[config.mk]
export PLATFORM = sky130hd
export DESIGN_NAME = hps_top
export DESIGN_NICKNAME = d
export VERILOG_FILES = /design/src/hps_pkg.sv /design/src/hps_sync.sv /design/src/hps_chan_flags.sv /design/src/hps_top.sv
export SDC_FILE = /design/constraint.sdc
export NUM_CORES = 2
export LEC_CHECK = 0
export BUFFER_PORTS_ARGS = -buffer_cell sky130_fd_sc_hd__clkbuf_2
export CAP_MARGIN = 20
export CORE_MARGIN = 2
export CORE_UTILIZATION = 55
export CTS_BUF_LIST = sky130_fd_sc_hd__clkbuf_2 sky130_fd_sc_hd__clkbuf_4 sky130_fd_sc_hd__clkbuf_8
export DETAILED_ROUTE_END_ITERATION = 12
export PLACE_DENSITY = 0.76
export SYNTH_ARGS = -nofsm -noshare
export SYNTH_HDL_FRONTEND = slang
export SYNTH_HIERARCHICAL = 1
export SYNTH_SLANG_ARGS = --single-unit
export TNS_END_PERCENT = 50
[constraint.sdc]
create_clock -name clk_sys -period 3.38 [get_ports clk_sys]
set_input_delay 0 -clock clk_sys [delete_from_list [all_inputs] [get_ports clk_sys]]
set_output_delay 0 -clock clk_sys [all_outputs]
set_load 0.02 [all_outputs]
[src/hps_pkg.sv]
// constants and register map of the hop select digital port
package hps_pkg;

    // clock and timing
    localparam int HPS_CLK_MHZ = 250;
    localparam int HPS_ZC_PULSE_NS = 600;
    localparam int HPS_ZC_PULSE_CYC =
        (HPS_ZC_PULSE_NS * HPS_CLK_MHZ + 999) / 1000;
    localparam int HPS_SKEW_NS = 25;
    localparam int HPS_SKEW_CYC = (HPS_SKEW_NS * HPS_CLK_MHZ + 999) / 1000;
    // index must hold this many equal samples before it is applied
    localparam int HPS_SETTLE_CYC = (HPS_SKEW_CYC < 2) ? 2 : HPS_SKEW_CYC;
    localparam int HPS_PORT_US = 8;
    localparam int HPS_PORT_MAX_CYC = HPS_PORT_US * HPS_CLK_MHZ;
    localparam int HPS_SETTLE_US = 20;
    localparam int HPS_SETTLE_MAX_CYC = HPS_SETTLE_US * HPS_CLK_MHZ;
    localparam int HPS_REMOTE_MS = 8;
    localparam int HPS_REMOTE_CYC = HPS_REMOTE_MS * HPS_CLK_MHZ * 1000;
    localparam int HPS_SYNC_STAGES = 2;

    // table shape
    localparam int HPS_ENTRIES = 16;
    localparam int HPS_IDX_W = 4;
    localparam int HPS_FREQ_W = 32;
    localparam int HPS_PHASE_W = 16;
    localparam int HPS_AMP_W = 16;
    localparam int HPS_ACC_W = 16;

    // register map, byte addresses
    localparam int HPS_ADDR_W = 12;
    localparam logic [11:0] HPS_CTRL_ADDR = 12'h000;
    localparam logic [11:0] HPS_REMOTE_ADDR = 12'h004;
    localparam logic [11:0] HPS_STATUS_ADDR = 12'h008;
    localparam logic [11:0] HPS_TBL_BASE = 12'h100;
    localparam logic [3:0] HPS_TBL_FREQ_OFF = 4'h0;
    localparam logic [3:0] HPS_TBL_PHASE_OFF = 4'h4;
    localparam logic [3:0] HPS_TBL_AMP_OFF = 4'h8;

    // control fields
    localparam int HPS_CTRL_PORT_ON = 0;
    localparam int HPS_CTRL_HOP_EN = 1;
    localparam int HPS_CTRL_MODE_LO = 2;
    localparam int HPS_CTRL_AM = 4;
    localparam int HPS_CTRL_DSB = 5;
    localparam int HPS_CTRL_PM = 6;
    localparam int HPS_CTRL_SINGLE = 8;

    // status fields
    localparam int HPS_ST_HOP_ACT = 4;
    localparam int HPS_ST_PEND = 5;
    localparam int HPS_ST_REFUSED = 6;

    typedef enum logic [1:0] {
        HPS_MODE_CHAN_CFG,
        HPS_MODE_TONE,
        HPS_MODE_DUAL_TONE,
        HPS_MODE_DIGITAL
    } hps_mode_t;

endpackage : hps_pkg

[src/hps_sync.sv]
// two-stage level synchroniser, parameterised width
`timescale 1ns/1ps
module hps_sync #(
    parameter int WIDTH = 1,
    parameter logic [WIDTH-1:0] RESET_VAL = '0
) (
    // clock and reset
    input wire logic clk_sys,
    input wire logic rst_n,
    // data
    input wire logic [WIDTH-1:0] d,
    output logic [WIDTH-1:0] q
);
    import hps_pkg::*;

    typedef struct packed {
        logic [WIDTH-1:0] meta;
        logic [WIDTH-1:0] q;
    } hps_sync_state_t;

    hps_sync_state_t st;
    hps_sync_state_t next_st;

    initial begin
        if (WIDTH < 1) $error("hps_sync: WIDTH must be positive");
    end

    // first stage feeds only the second
    always_comb begin
        next_st = st;
        next_st.meta = d;
        next_st.q = st.meta;
    end

    always_ff @(posedge clk_sys) begin
        if (!rst_n) begin
            st <= {RESET_VAL, RESET_VAL};
        end else begin
            st <= next_st;
        end
    end

    assign q = st.q;
endmodule : hps_sync

[src/hps_chan_flags.sv]
// zero-crossing pulse and polarity level for one channel
`timescale 1ns/1ps
module hps_chan_flags #(
    parameter int PULSE_CYC = hps_pkg::HPS_ZC_PULSE_CYC
) (
    // clock and reset
    input wire logic clk_sys,
    input wire logic rst_n,
    // phase accumulator msb before offset, and mode gate
    input wire logic acc_msb,
    input wire logic valid_mode,
    // port outputs
    output logic zero_cross,
    output logic polarity
);
    import hps_pkg::*;

    localparam int CW = $clog2(PULSE_CYC + 1);

    typedef struct packed {
        logic prev_msb;
        logic [CW-1:0] cnt;
        logic zero_cross;
        logic polarity;
    } hps_flags_state_t;

    hps_flags_state_t st;
    hps_flags_state_t next_st;

    initial begin
        if (PULSE_CYC < 1) $error("hps_chan_flags: PULSE_CYC below 1");
    end

    always_comb begin
        next_st = st;
        next_st.prev_msb = acc_msb;
        // msb flips at 0 and 180 degrees of the unshifted phase
        if (valid_mode && (acc_msb != st.prev_msb)) begin // RL10 RL11
            next_st.cnt = CW'(PULSE_CYC);
        end else if (st.cnt != '0) begin
            next_st.cnt = st.cnt - CW'(1);
        end
        // outputs held low outside plain channel mode
        next_st.zero_cross = valid_mode && (next_st.cnt != '0); // RL13
        next_st.polarity = valid_mode && !acc_msb; // RL12 RL13
    end

    always_ff @(posedge clk_sys) begin
        if (!rst_n) begin
            st <= '0;
        end else begin
            st <= next_st;
        end
    end

    assign zero_cross = st.zero_cross;
    assign polarity = st.polarity;
endmodule : hps_chan_flags

[src/hps_top.sv]
// hop select digital port: hop table, port sampling, bus slave, flags
//
// Functional notes
// RL1: sixteen stored channel A entries, each frequency, phase and amplitude.
// RL2: four port lines carry a binary index choosing the table entry.
// RL3: port lines act only while the port is on; new index applies.
// RL4: port hop output typically within 8 us, settled by 20 us.
// RL5: outside party changes the index at most once per 2.5 us.
// RL6: outside party keeps skew between index lines at or below 25 ns.
// RL7: a hop chosen over the bus takes effect within 8 ms.
// RL8: hop channel A only; no amplitude hop under AM/DOUBLE_SIDEBAND_MOD, no phase under PM.
// RL9: hop mode refused while tone, dual-tone or digital sequence runs.
// RL10: each channel zero-cross output pulses high 600 ns at 0 and 180 deg.
// RL11: zero crossings come from phase before the phase offset.
// RL12: polarity high from 0 to 180 degrees, low from 180 to 360.
// RL13: zero-cross and polarity valid only in plain channel mode.
// RL14: each trigger falling edge starts or restarts one sequence.
// RL15: trigger output pin unused, held at a fixed level.
// RL16: channel A goes to output 1 only, channel B to output 2 only.
// RL17: index lines synchronised and applied after stable repeated samples.
// RL18: trigger synchronised, falling edge gives a one-cycle start pulse.
//
// Added by the designer: the AHB-Lite interface to the registers and the address map.
`timescale 1ns/1ps
module hps_top #(
    parameter int REMOTE_DELAY_CYC = hps_pkg::HPS_REMOTE_CYC
) (
    // clock and reset
    input wire logic clk_sys,
    input wire logic rst_n,
    // ahb-lite slave
    input wire logic hsel,
    input wire logic [hps_pkg::HPS_ADDR_W-1:0] haddr,
    input wire logic [1:0] htrans,
    input wire logic hwrite,
    input wire logic [2:0] hsize,
    input wire logic [31:0] hwdata,
    input wire logic hready,
    output logic hreadyout,
    output logic hresp,
    output logic [31:0] hrdata,
    // digital port
    input wire logic [hps_pkg::HPS_IDX_W-1:0] hop_sel,
    input wire logic trig_in,
    output logic trig_out,
    output logic zc_a,
    output logic pol_a,
    output logic zc_b,
    output logic pol_b,
    // synthesizer side
    input wire logic [hps_pkg::HPS_ACC_W-1:0] acc_phase_a,
    input wire logic [hps_pkg::HPS_ACC_W-1:0] acc_phase_b,
    output logic [hps_pkg::HPS_FREQ_W-1:0] out1_freq,
    output logic [hps_pkg::HPS_PHASE_W-1:0] out1_phase,
    output logic [hps_pkg::HPS_AMP_W-1:0] out1_amp,
    output logic out1_load,
    output logic seq_start
);
    import hps_pkg::*;

    localparam int RCW = $clog2(REMOTE_DELAY_CYC + 1);
    localparam int SCW = $clog2(HPS_SETTLE_CYC + 1);
    // port path: sync stages, settle count, output register
    localparam int PORT_LAT_CYC = HPS_SYNC_STAGES + HPS_SETTLE_CYC + 1;

    initial begin
        if (REMOTE_DELAY_CYC < 1) $error("hps_top: REMOTE_DELAY_CYC < 1");
        if (PORT_LAT_CYC > HPS_PORT_MAX_CYC) begin // RL4
            $error("hps_top: port hop latency exceeds limit");
        end
        if (HPS_ENTRIES != (1 << HPS_IDX_W)) begin // RL2
            $error("hps_top: table size must match index width");
        end
    end

    typedef struct packed {
        // hop table
        logic [HPS_ENTRIES-1:0][HPS_FREQ_W-1:0] tbl_freq;
        logic [HPS_ENTRIES-1:0][HPS_PHASE_W-1:0] tbl_phase;
        logic [HPS_ENTRIES-1:0][HPS_AMP_W-1:0] tbl_amp;
        // control
        logic port_on;
        logic hop_en;
        hps_mode_t mode;
        logic am_on;
        logic dsb_on;
        logic pm_on;
        // remote selection
        logic [HPS_IDX_W-1:0] remote_idx;
        logic remote_pend;
        logic [RCW-1:0] remote_cnt;
        // port sampling
        logic [HPS_IDX_W-1:0] last_sample;
        logic [SCW-1:0] stable_cnt;
        logic trig_prev;
        // channel a state
        logic [HPS_IDX_W-1:0] active_idx;
        logic [HPS_FREQ_W-1:0] freq;
        logic [HPS_PHASE_W-1:0] phase;
        logic [HPS_AMP_W-1:0] amp;
        logic load;
        logic seq_start;
        // bus data phase
        logic dp_write;
        logic [HPS_ADDR_W-1:0] dp_addr;
        logic [31:0] hrdata;
        logic hreadyout;
    } hps_state_t;

    hps_state_t st;
    hps_state_t next_st;

    logic [HPS_IDX_W-1:0] hop_sync_q;
    logic trig_sync_q;
    logic chan_valid;

    // index lines and trigger cross into the clock domain
    hps_sync #(.WIDTH(HPS_IDX_W), .RESET_VAL('0)) u_hop_sync ( // RL17
        .clk_sys(clk_sys),
        .rst_n(rst_n),
        .d(hop_sel),
        .q(hop_sync_q)
    );

    // idle level of the trigger is high
    hps_sync #(.WIDTH(1), .RESET_VAL(1'b1)) u_trig_sync ( // RL18
        .clk_sys(clk_sys),
        .rst_n(rst_n),
        .d(trig_in),
        .q(trig_sync_q)
    );

    assign chan_valid = (st.mode == HPS_MODE_CHAN_CFG); // RL13

    hps_chan_flags #(.PULSE_CYC(HPS_ZC_PULSE_CYC)) u_flags_a (
        .clk_sys(clk_sys),
        .rst_n(rst_n),
        .acc_msb(acc_phase_a[HPS_ACC_W-1]),
        .valid_mode(chan_valid),
        .zero_cross(zc_a),
        .polarity(pol_a)
    );

    hps_chan_flags #(.PULSE_CYC(HPS_ZC_PULSE_CYC)) u_flags_b (
        .clk_sys(clk_sys),
        .rst_n(rst_n),
        .acc_msb(acc_phase_b[HPS_ACC_W-1]),
        .valid_mode(chan_valid),
        .zero_cross(zc_b),
        .polarity(pol_b)
    );

    // read mux, evaluated in the address phase
    function automatic logic [31:0] rd_value(
        input hps_state_t s,
        input logic [HPS_ADDR_W-1:0] a
    );
        logic [31:0] v;
        logic [HPS_IDX_W-1:0] e;
        v = '0;
        e = a[7:4];
        if (a == HPS_CTRL_ADDR) begin
            v[HPS_CTRL_PORT_ON] = s.port_on;
            v[HPS_CTRL_HOP_EN] = s.hop_en;
            v[HPS_CTRL_MODE_LO +: 2] = s.mode;
            v[HPS_CTRL_AM] = s.am_on;
            v[HPS_CTRL_DSB] = s.dsb_on;
            v[HPS_CTRL_PM] = s.pm_on;
        end else if (a == HPS_REMOTE_ADDR) begin
            v[HPS_IDX_W-1:0] = s.remote_idx;
        end else if (a == HPS_STATUS_ADDR) begin
            v[HPS_IDX_W-1:0] = s.active_idx;
            v[HPS_ST_HOP_ACT] = s.hop_en && (s.mode == HPS_MODE_CHAN_CFG);
            v[HPS_ST_PEND] = s.remote_pend;
            v[HPS_ST_REFUSED] = s.hop_en && (s.mode != HPS_MODE_CHAN_CFG);
        end else if (a[11:8] == HPS_TBL_BASE[11:8]) begin
            case (a[3:0])
                HPS_TBL_FREQ_OFF: v = 32'(s.tbl_freq[e]);
                HPS_TBL_PHASE_OFF: v = 32'(s.tbl_phase[e]);
                HPS_TBL_AMP_OFF: v = 32'(s.tbl_amp[e]);
                default: v = '0;
            endcase
        end
        return v;
    endfunction : rd_value

    logic addr_take;
    logic hop_active;
    logic port_apply;
    logic remote_apply;
    logic trig_fall;
    logic single_wr;
    logic [HPS_IDX_W-1:0] apply_idx;
    logic [HPS_IDX_W-1:0] wr_e;

    always_comb begin
        next_st = st;
        addr_take = hsel && htrans[1] && hready;
        single_wr = 1'b0;
        wr_e = st.dp_addr[7:4];

        // bus write in data phase; always zero wait, always okay
        next_st.dp_write = addr_take && hwrite;
        next_st.dp_addr = haddr;
        next_st.hreadyout = 1'b1;
        if (st.dp_write) begin
            if (st.dp_addr == HPS_CTRL_ADDR) begin
                next_st.port_on = hwdata[HPS_CTRL_PORT_ON];
                next_st.hop_en = hwdata[HPS_CTRL_HOP_EN];
                next_st.mode = hps_mode_t'(hwdata[HPS_CTRL_MODE_LO +: 2]);
                next_st.am_on = hwdata[HPS_CTRL_AM];
                next_st.dsb_on = hwdata[HPS_CTRL_DSB];
                next_st.pm_on = hwdata[HPS_CTRL_PM];
                single_wr = hwdata[HPS_CTRL_SINGLE];
            end else if (st.dp_addr == HPS_REMOTE_ADDR) begin
                next_st.remote_idx = hwdata[HPS_IDX_W-1:0];
                next_st.remote_pend = 1'b1;
                next_st.remote_cnt = RCW'(REMOTE_DELAY_CYC - 1);
            end else if (st.dp_addr[11:8] == HPS_TBL_BASE[11:8]) begin
                case (st.dp_addr[3:0]) // RL1
                    HPS_TBL_FREQ_OFF: begin
                        next_st.tbl_freq[wr_e] = hwdata[HPS_FREQ_W-1:0];
                    end
                    HPS_TBL_PHASE_OFF: begin
                        next_st.tbl_phase[wr_e] = hwdata[HPS_PHASE_W-1:0];
                    end
                    HPS_TBL_AMP_OFF: begin
                        next_st.tbl_amp[wr_e] = hwdata[HPS_AMP_W-1:0];
                    end
                    default: begin
                    end
                endcase
            end
        end

        // after the write, so a pipelined read sees the new word
        if (addr_take && !hwrite) begin
            next_st.hrdata = rd_value(next_st, haddr);
        end

        // hop refused while any sequence mode is selected
        hop_active = st.hop_en && (st.mode == HPS_MODE_CHAN_CFG); // RL9

        // port index: count equal samples; cleared while port is off
        next_st.last_sample = hop_sync_q;
        port_apply = 1'b0;
        if (!(st.port_on && hop_active)) begin // RL3
            next_st.stable_cnt = '0;
        end else if (hop_sync_q != st.last_sample) begin
            next_st.stable_cnt = '0;
        end else if (st.stable_cnt != SCW'(HPS_SETTLE_CYC)) begin
            next_st.stable_cnt = st.stable_cnt + SCW'(1);
            // covers line skew before the index is trusted
            port_apply = (st.stable_cnt == SCW'(HPS_SETTLE_CYC - 1)); // RL6 RL17
        end

        // bus-selected index waits its delay, then applies
        remote_apply = 1'b0;
        if (st.remote_pend && (st.dp_write == 1'b0 ||
                st.dp_addr != HPS_REMOTE_ADDR)) begin
            if (st.remote_cnt == '0) begin
                next_st.remote_pend = 1'b0;
                remote_apply = hop_active; // RL7
            end else begin
                next_st.remote_cnt = st.remote_cnt - RCW'(1);
            end
        end

        // port wins a same-cycle collision, as it is the faster path
        apply_idx = port_apply ? hop_sync_q : st.remote_idx; // RL2
        next_st.load = port_apply || remote_apply; // RL4
        if (port_apply || remote_apply) begin
            next_st.active_idx = apply_idx;
            // channel a only; output 1 is hard-wired to it
            next_st.freq = st.tbl_freq[apply_idx]; // RL16
            if (!(st.am_on || st.dsb_on)) begin // RL8
                next_st.amp = st.tbl_amp[apply_idx];
            end
            if (!st.pm_on) begin // RL8
                next_st.phase = st.tbl_phase[apply_idx];
            end
        end

        // trigger falling edge or single-run write starts a sequence
        next_st.trig_prev = trig_sync_q;
        trig_fall = st.trig_prev && !trig_sync_q; // RL18
        next_st.seq_start = (trig_fall || single_wr) &&
            (st.mode != HPS_MODE_CHAN_CFG); // RL14
    end

    always_ff @(posedge clk_sys) begin
        if (!rst_n) begin
            st <= '0;
            st.mode <= HPS_MODE_CHAN_CFG;
            st.trig_prev <= 1'b1;
            st.hreadyout <= 1'b1;
        end else begin
            st <= next_st;
        end
    end

    // fixed low, no function behind it
    logic trig_out_q;
    always_ff @(posedge clk_sys) begin
        if (!rst_n) begin
            trig_out_q <= 1'b0;
        end else begin
            trig_out_q <= 1'b0; // RL15
        end
    end

    // bus response only ever okay
    logic hresp_q;
    always_ff @(posedge clk_sys) begin
        if (!rst_n) begin
            hresp_q <= 1'b0;
        end else begin
            hresp_q <= 1'b0;
        end
    end

    assign trig_out = trig_out_q;
    assign hresp = hresp_q;
    assign hreadyout = st.hreadyout;
    assign hrdata = st.hrdata;
    assign out1_freq = st.freq;
    assign out1_phase = st.phase;
    assign out1_amp = st.amp;
    assign out1_load = st.load;
    assign seq_start = st.seq_start;
endmodule : hps_top

==> key figures <==
Status
  – Outcome: finished with violations
  – Failing checks: setup timing

Logic synthesis
  – Post-synthesis adder-cell area fraction: less than 1%
  – Synth Warn #: 6
  – #FFs+latches synth: 1212
  – Simple-gate share of the synthesized area: 15.5%
  – Largest family of logic cells by synthesized area: multiplexers
  – Asr flop ratio synth: 0%
  – Synth Area per Inst: between 9 and 10 sq um
  – Synth Flop Type: dfxtp_1
  – Seq/Total Area, Yosys: about two fifths
  – Synth Area in XOR/XNOR: less than 1%
  – Synthesized area: 61800 sq um
  – Post-synth cell types: 90
  – Post-synthesis compound-gate area fraction: 10.6%
  – Cells after Synth: 6680
  – Mux contribution to synthesized area: 28.6%
  – Post-synth EDFFs: 0

Placement
  – Gpl congestion: between 1 and 1.5
  – PortBufs: about 160
  – Hpwl dp: between 150000 and 200000 um
  – Pre-CTS setup slack: -0.0789 ns
  – Number of placed cells counting well taps: around 8000

Detailed routing
  – DR pass1 iterations: 7
  – Detailed Route WL: about 250000 um
  – Antenna Nets Post-Route: 0
  – DRT iter0 DRCs: 9509
  – Via count: roughly 58000
  – Wire per inst: about 30 um
  – DRC: 0
  – Vias per cell: between 6 and 7

Worst setup path
  – Crit path kind: input port to register
  – Startpoint Class: input port
  – Largest stage delay on the critical path: roughly 0.64 ns
  – CP most frequent cell: buf_4
  – Data required, critical path: ~4.3 ns
  – Crit Path Max Fanout: 6
  – Critical Path Slowest Stage Cell: nor2_1
  – CP Cell Sequence: dlygate4sd3_1 > clkbuf_2 > nand3_1 > dlygate4sd3_1 > nor2_1 > nand2_1 > nor2_1 > buf_4 > nand2_1 > buf_4 > a221oi_1 > buf_4 > a22o_1 > o22a_1
  – Crit end category: register
  – FF-to-FF setup slack: 0.03 ns
  – Worst Path Arrival: between 4 and 5 ns

Global route
  – Met1 usage: between 50% and 60%
  – First-pass GRT wire length: about 370000 um
  – Global routing usage on met2: roughly 62%
  – GR Overflow Total: 0
  – Vias in the first global route: between 50000 and 60000
  – GR met3 Demand/Resource: about 14%
  – Global Route Usage Sum: 42.4%
  – Pin count of the biggest net entering global routing: around 230
  – Initial antenna violation count: 12
  – GR peak layer: met2

STA
  – Relative slew slack: about 16%
  – RSZ-0062 raised after global routing: yes
  – Final setup margin: -0.00986 ns
  – Fmax: between 200 and 300 MHz
  – Final slew viol count: 0
  – Min Tclk post-route: between 3 and 4 ns
  – Worst Hold Slack: between 0.07 and 0.08 ns
  – Final period utilization: 100%
  – Clock Skew: roughly 0.052 ns
  – Worst slew pin tran: roughly 1.3 ns
  – Final Hold Vio Count: 0
  – Final Setup Violations: 1

Clock network
  – TritonCTS clock tree: built
  – Clock Pin Slew Worst Setup and Hold Paths: 0.06 ns
  – Clk sinks: 1212
  – H-Tree Depth: 4
  – Worst skew pair latency: around 0.94 ns
  – CTS max path bufs: 3
  – Total CTS buffers: 202
  – Clk root buf: clkbuf_8

Power
  – Pleak: about 35 nW
  – VDD IR max: 0.000382 V
  – Power density over the cells: roughly 430 nW/um^2

Flow run
  – # Max-Cap Violations: 0

Die
  – Die W: about 340 um
  – Die area: about 120000 sq um
  – # rows: between 100 and 150
  – Boundary Pins: 196
  – Overall die height: between 300 and 400 um
  – Core region area: around 110000 sq um
  – Initial Util: between 50% and 60%

Final layout
  – # nets final: roughly 6900
  – Cell Count, Final, Fillers Out: roughly 8500
  – Layout area overhead: 15.7%
  – Ratio of cells with drive above 1 in the final layout: about a fifth
  – Post-layout util: between 60% and 70%

Min path
  – Worst hold path type: input port to register
==> critical path: cells and delay by family <==
| kind | cells | cell delay, ns |
|---|---|---|
| compound gates | 3 | 0.78 |
| buf+inv | 6 | 1.81 |
| simple gates | 5 | 1.68 |
==> final cells by class <==
| cell class | instances | area, sq um |
|---|---|---|
| Antenna cell | 12 | 30.0 |
| Clock buffer | 329 | 4070 |
| Clock inverter | 44 | 467 |
| Fill cell | 8982 | 39500 |
| Inverter | 37 | 149 |
| Multi-Input combinational cell | 4705 | 34600 |
| Sequential cell | 1212 | 24300 |
| Tap cell | 1488 | 1860 |
| Timing Repair Buffer | 676 | 6090 |
==> routing by layer <==
layer | vias up | routed length, um
met5 | - | 35
met1 | 27802 | 91300
met3 | 1247 | 35900
met4 | 6 | 21300
met2 | 4580 | 106000
li1 | 24242 | -
==> sequential cells by signal, summed over array words and instances (netlist names), 4 cells and up <==
name,count
out1_phase,16
out1_freq,32
u_hop_sync/next_st,4
u_flags_b/st,9
out1_amp,16
u_flags_a/st,9
st,1082
hrdata,32
u_hop_sync/q,4
==> Yosys cell counts, types with 13 or more instances <==
cell type / number / area (sq um)
a2111oi_0: 18 / 158
a211oi_1: 77 / 578
a21oi_1: 189 / 946
a221oi_1: 39 / 342
a222oi_1: 45 / 450
a22oi_1: 126 / 946
a2bb2oi_1: 32 / 280
a31oi_1: 38 / 238
a32oi_1: 26 / 228
and2_1: 39 / 244
and3_1: 59 / 369
buf_1: 90 / 338
buf_2: 94 / 470
buf_4: 99 / 743
clkbuf_1: 443 / 1660
dfxtp_1: 1212 / 24300
inv_1: 35 / 131
mux2_2: 261 / 2940
mux2i_1: 1153 / 11500
mux4_2: 141 / 3180
nand2_1: 410 / 1540
nand3_1: 137 / 686
nand4_1: 111 / 694
nor2_1: 1271 / 4770
nor3_1: 44 / 220
nor3b_1: 13 / 97.6
nor4_1: 21 / 131
o211a_1: 38 / 380
o211ai_1: 28 / 210
o21ai_0: 83 / 415
o22ai_1: 38 / 238
o31ai_1: 13 / 97.6
xnor2_1: 19 / 166
xor2_1: 13 / 114
==> per-stage QoR <==
step	power, mW	instance area [sq um]	setup TNS (ns)
2_1_floorplan	15.8	61800	0
3_3_place_gp	16.6	66000	0
3_5_place_dp	16.6	66000	-0.0789
4_1_cts	30.8	71200	0
5_1_grt	31.7	71500	-0.00304
6_report	31.0	71500	-0.00986
==> kinds of logic after synthesis <==
group           Yosys count
other cells               2
fa+ha+maj                 8
compound gates          904
mux                    1555
buf+inv                 764
flops                  1212
simple gates           2203
xor+xnor                 32
==> power by group <==
part	internal (mW)	switching [mW]
sequential	14.3	0.0542
clock	8.10	6.43
combinational	0.596	1.48
==> layout by cell type, fill, tap and decap left out, types with 59 or more instances in the layout <==
master	n
nor2_1	1257
dfxtp_1	1210
mux2i_1	1147
nand2_1	407
buf_4	351
mux2_2	260
clkbuf_8	255
a21oi_1	187
clkbuf_2	154
mux4_2	141
nand3_1	137
a22oi_1	126
nand4_1	111
buf_12	96
o21ai_0	82
a211oi_1	77
clkbuf_4	74
dlygate4sd3_1	70
and3_1	59
==> worst paths after layout <==
check	start	end	cells past startpoint
worst max-delay path	htrans[1]	hrdata[14]	14
worst min-delay path	acc_phase_a[15]	u_flags_a/st[3]	5
worst max register to register	st[117]	out1_freq[16]	12
worst min register to register	u_trig_sync/next_st[0]	u_trig_sync/q	1
==> timing repair <==
item                       CTS  global route
setup endpoints to repair    1            32
buffers inserted             0            12
resized for setup            1            21
hold endpoints to repair   613             0
hold buffers                70             0
pin swaps                    0             5
(Power assumes the default switching activity.)
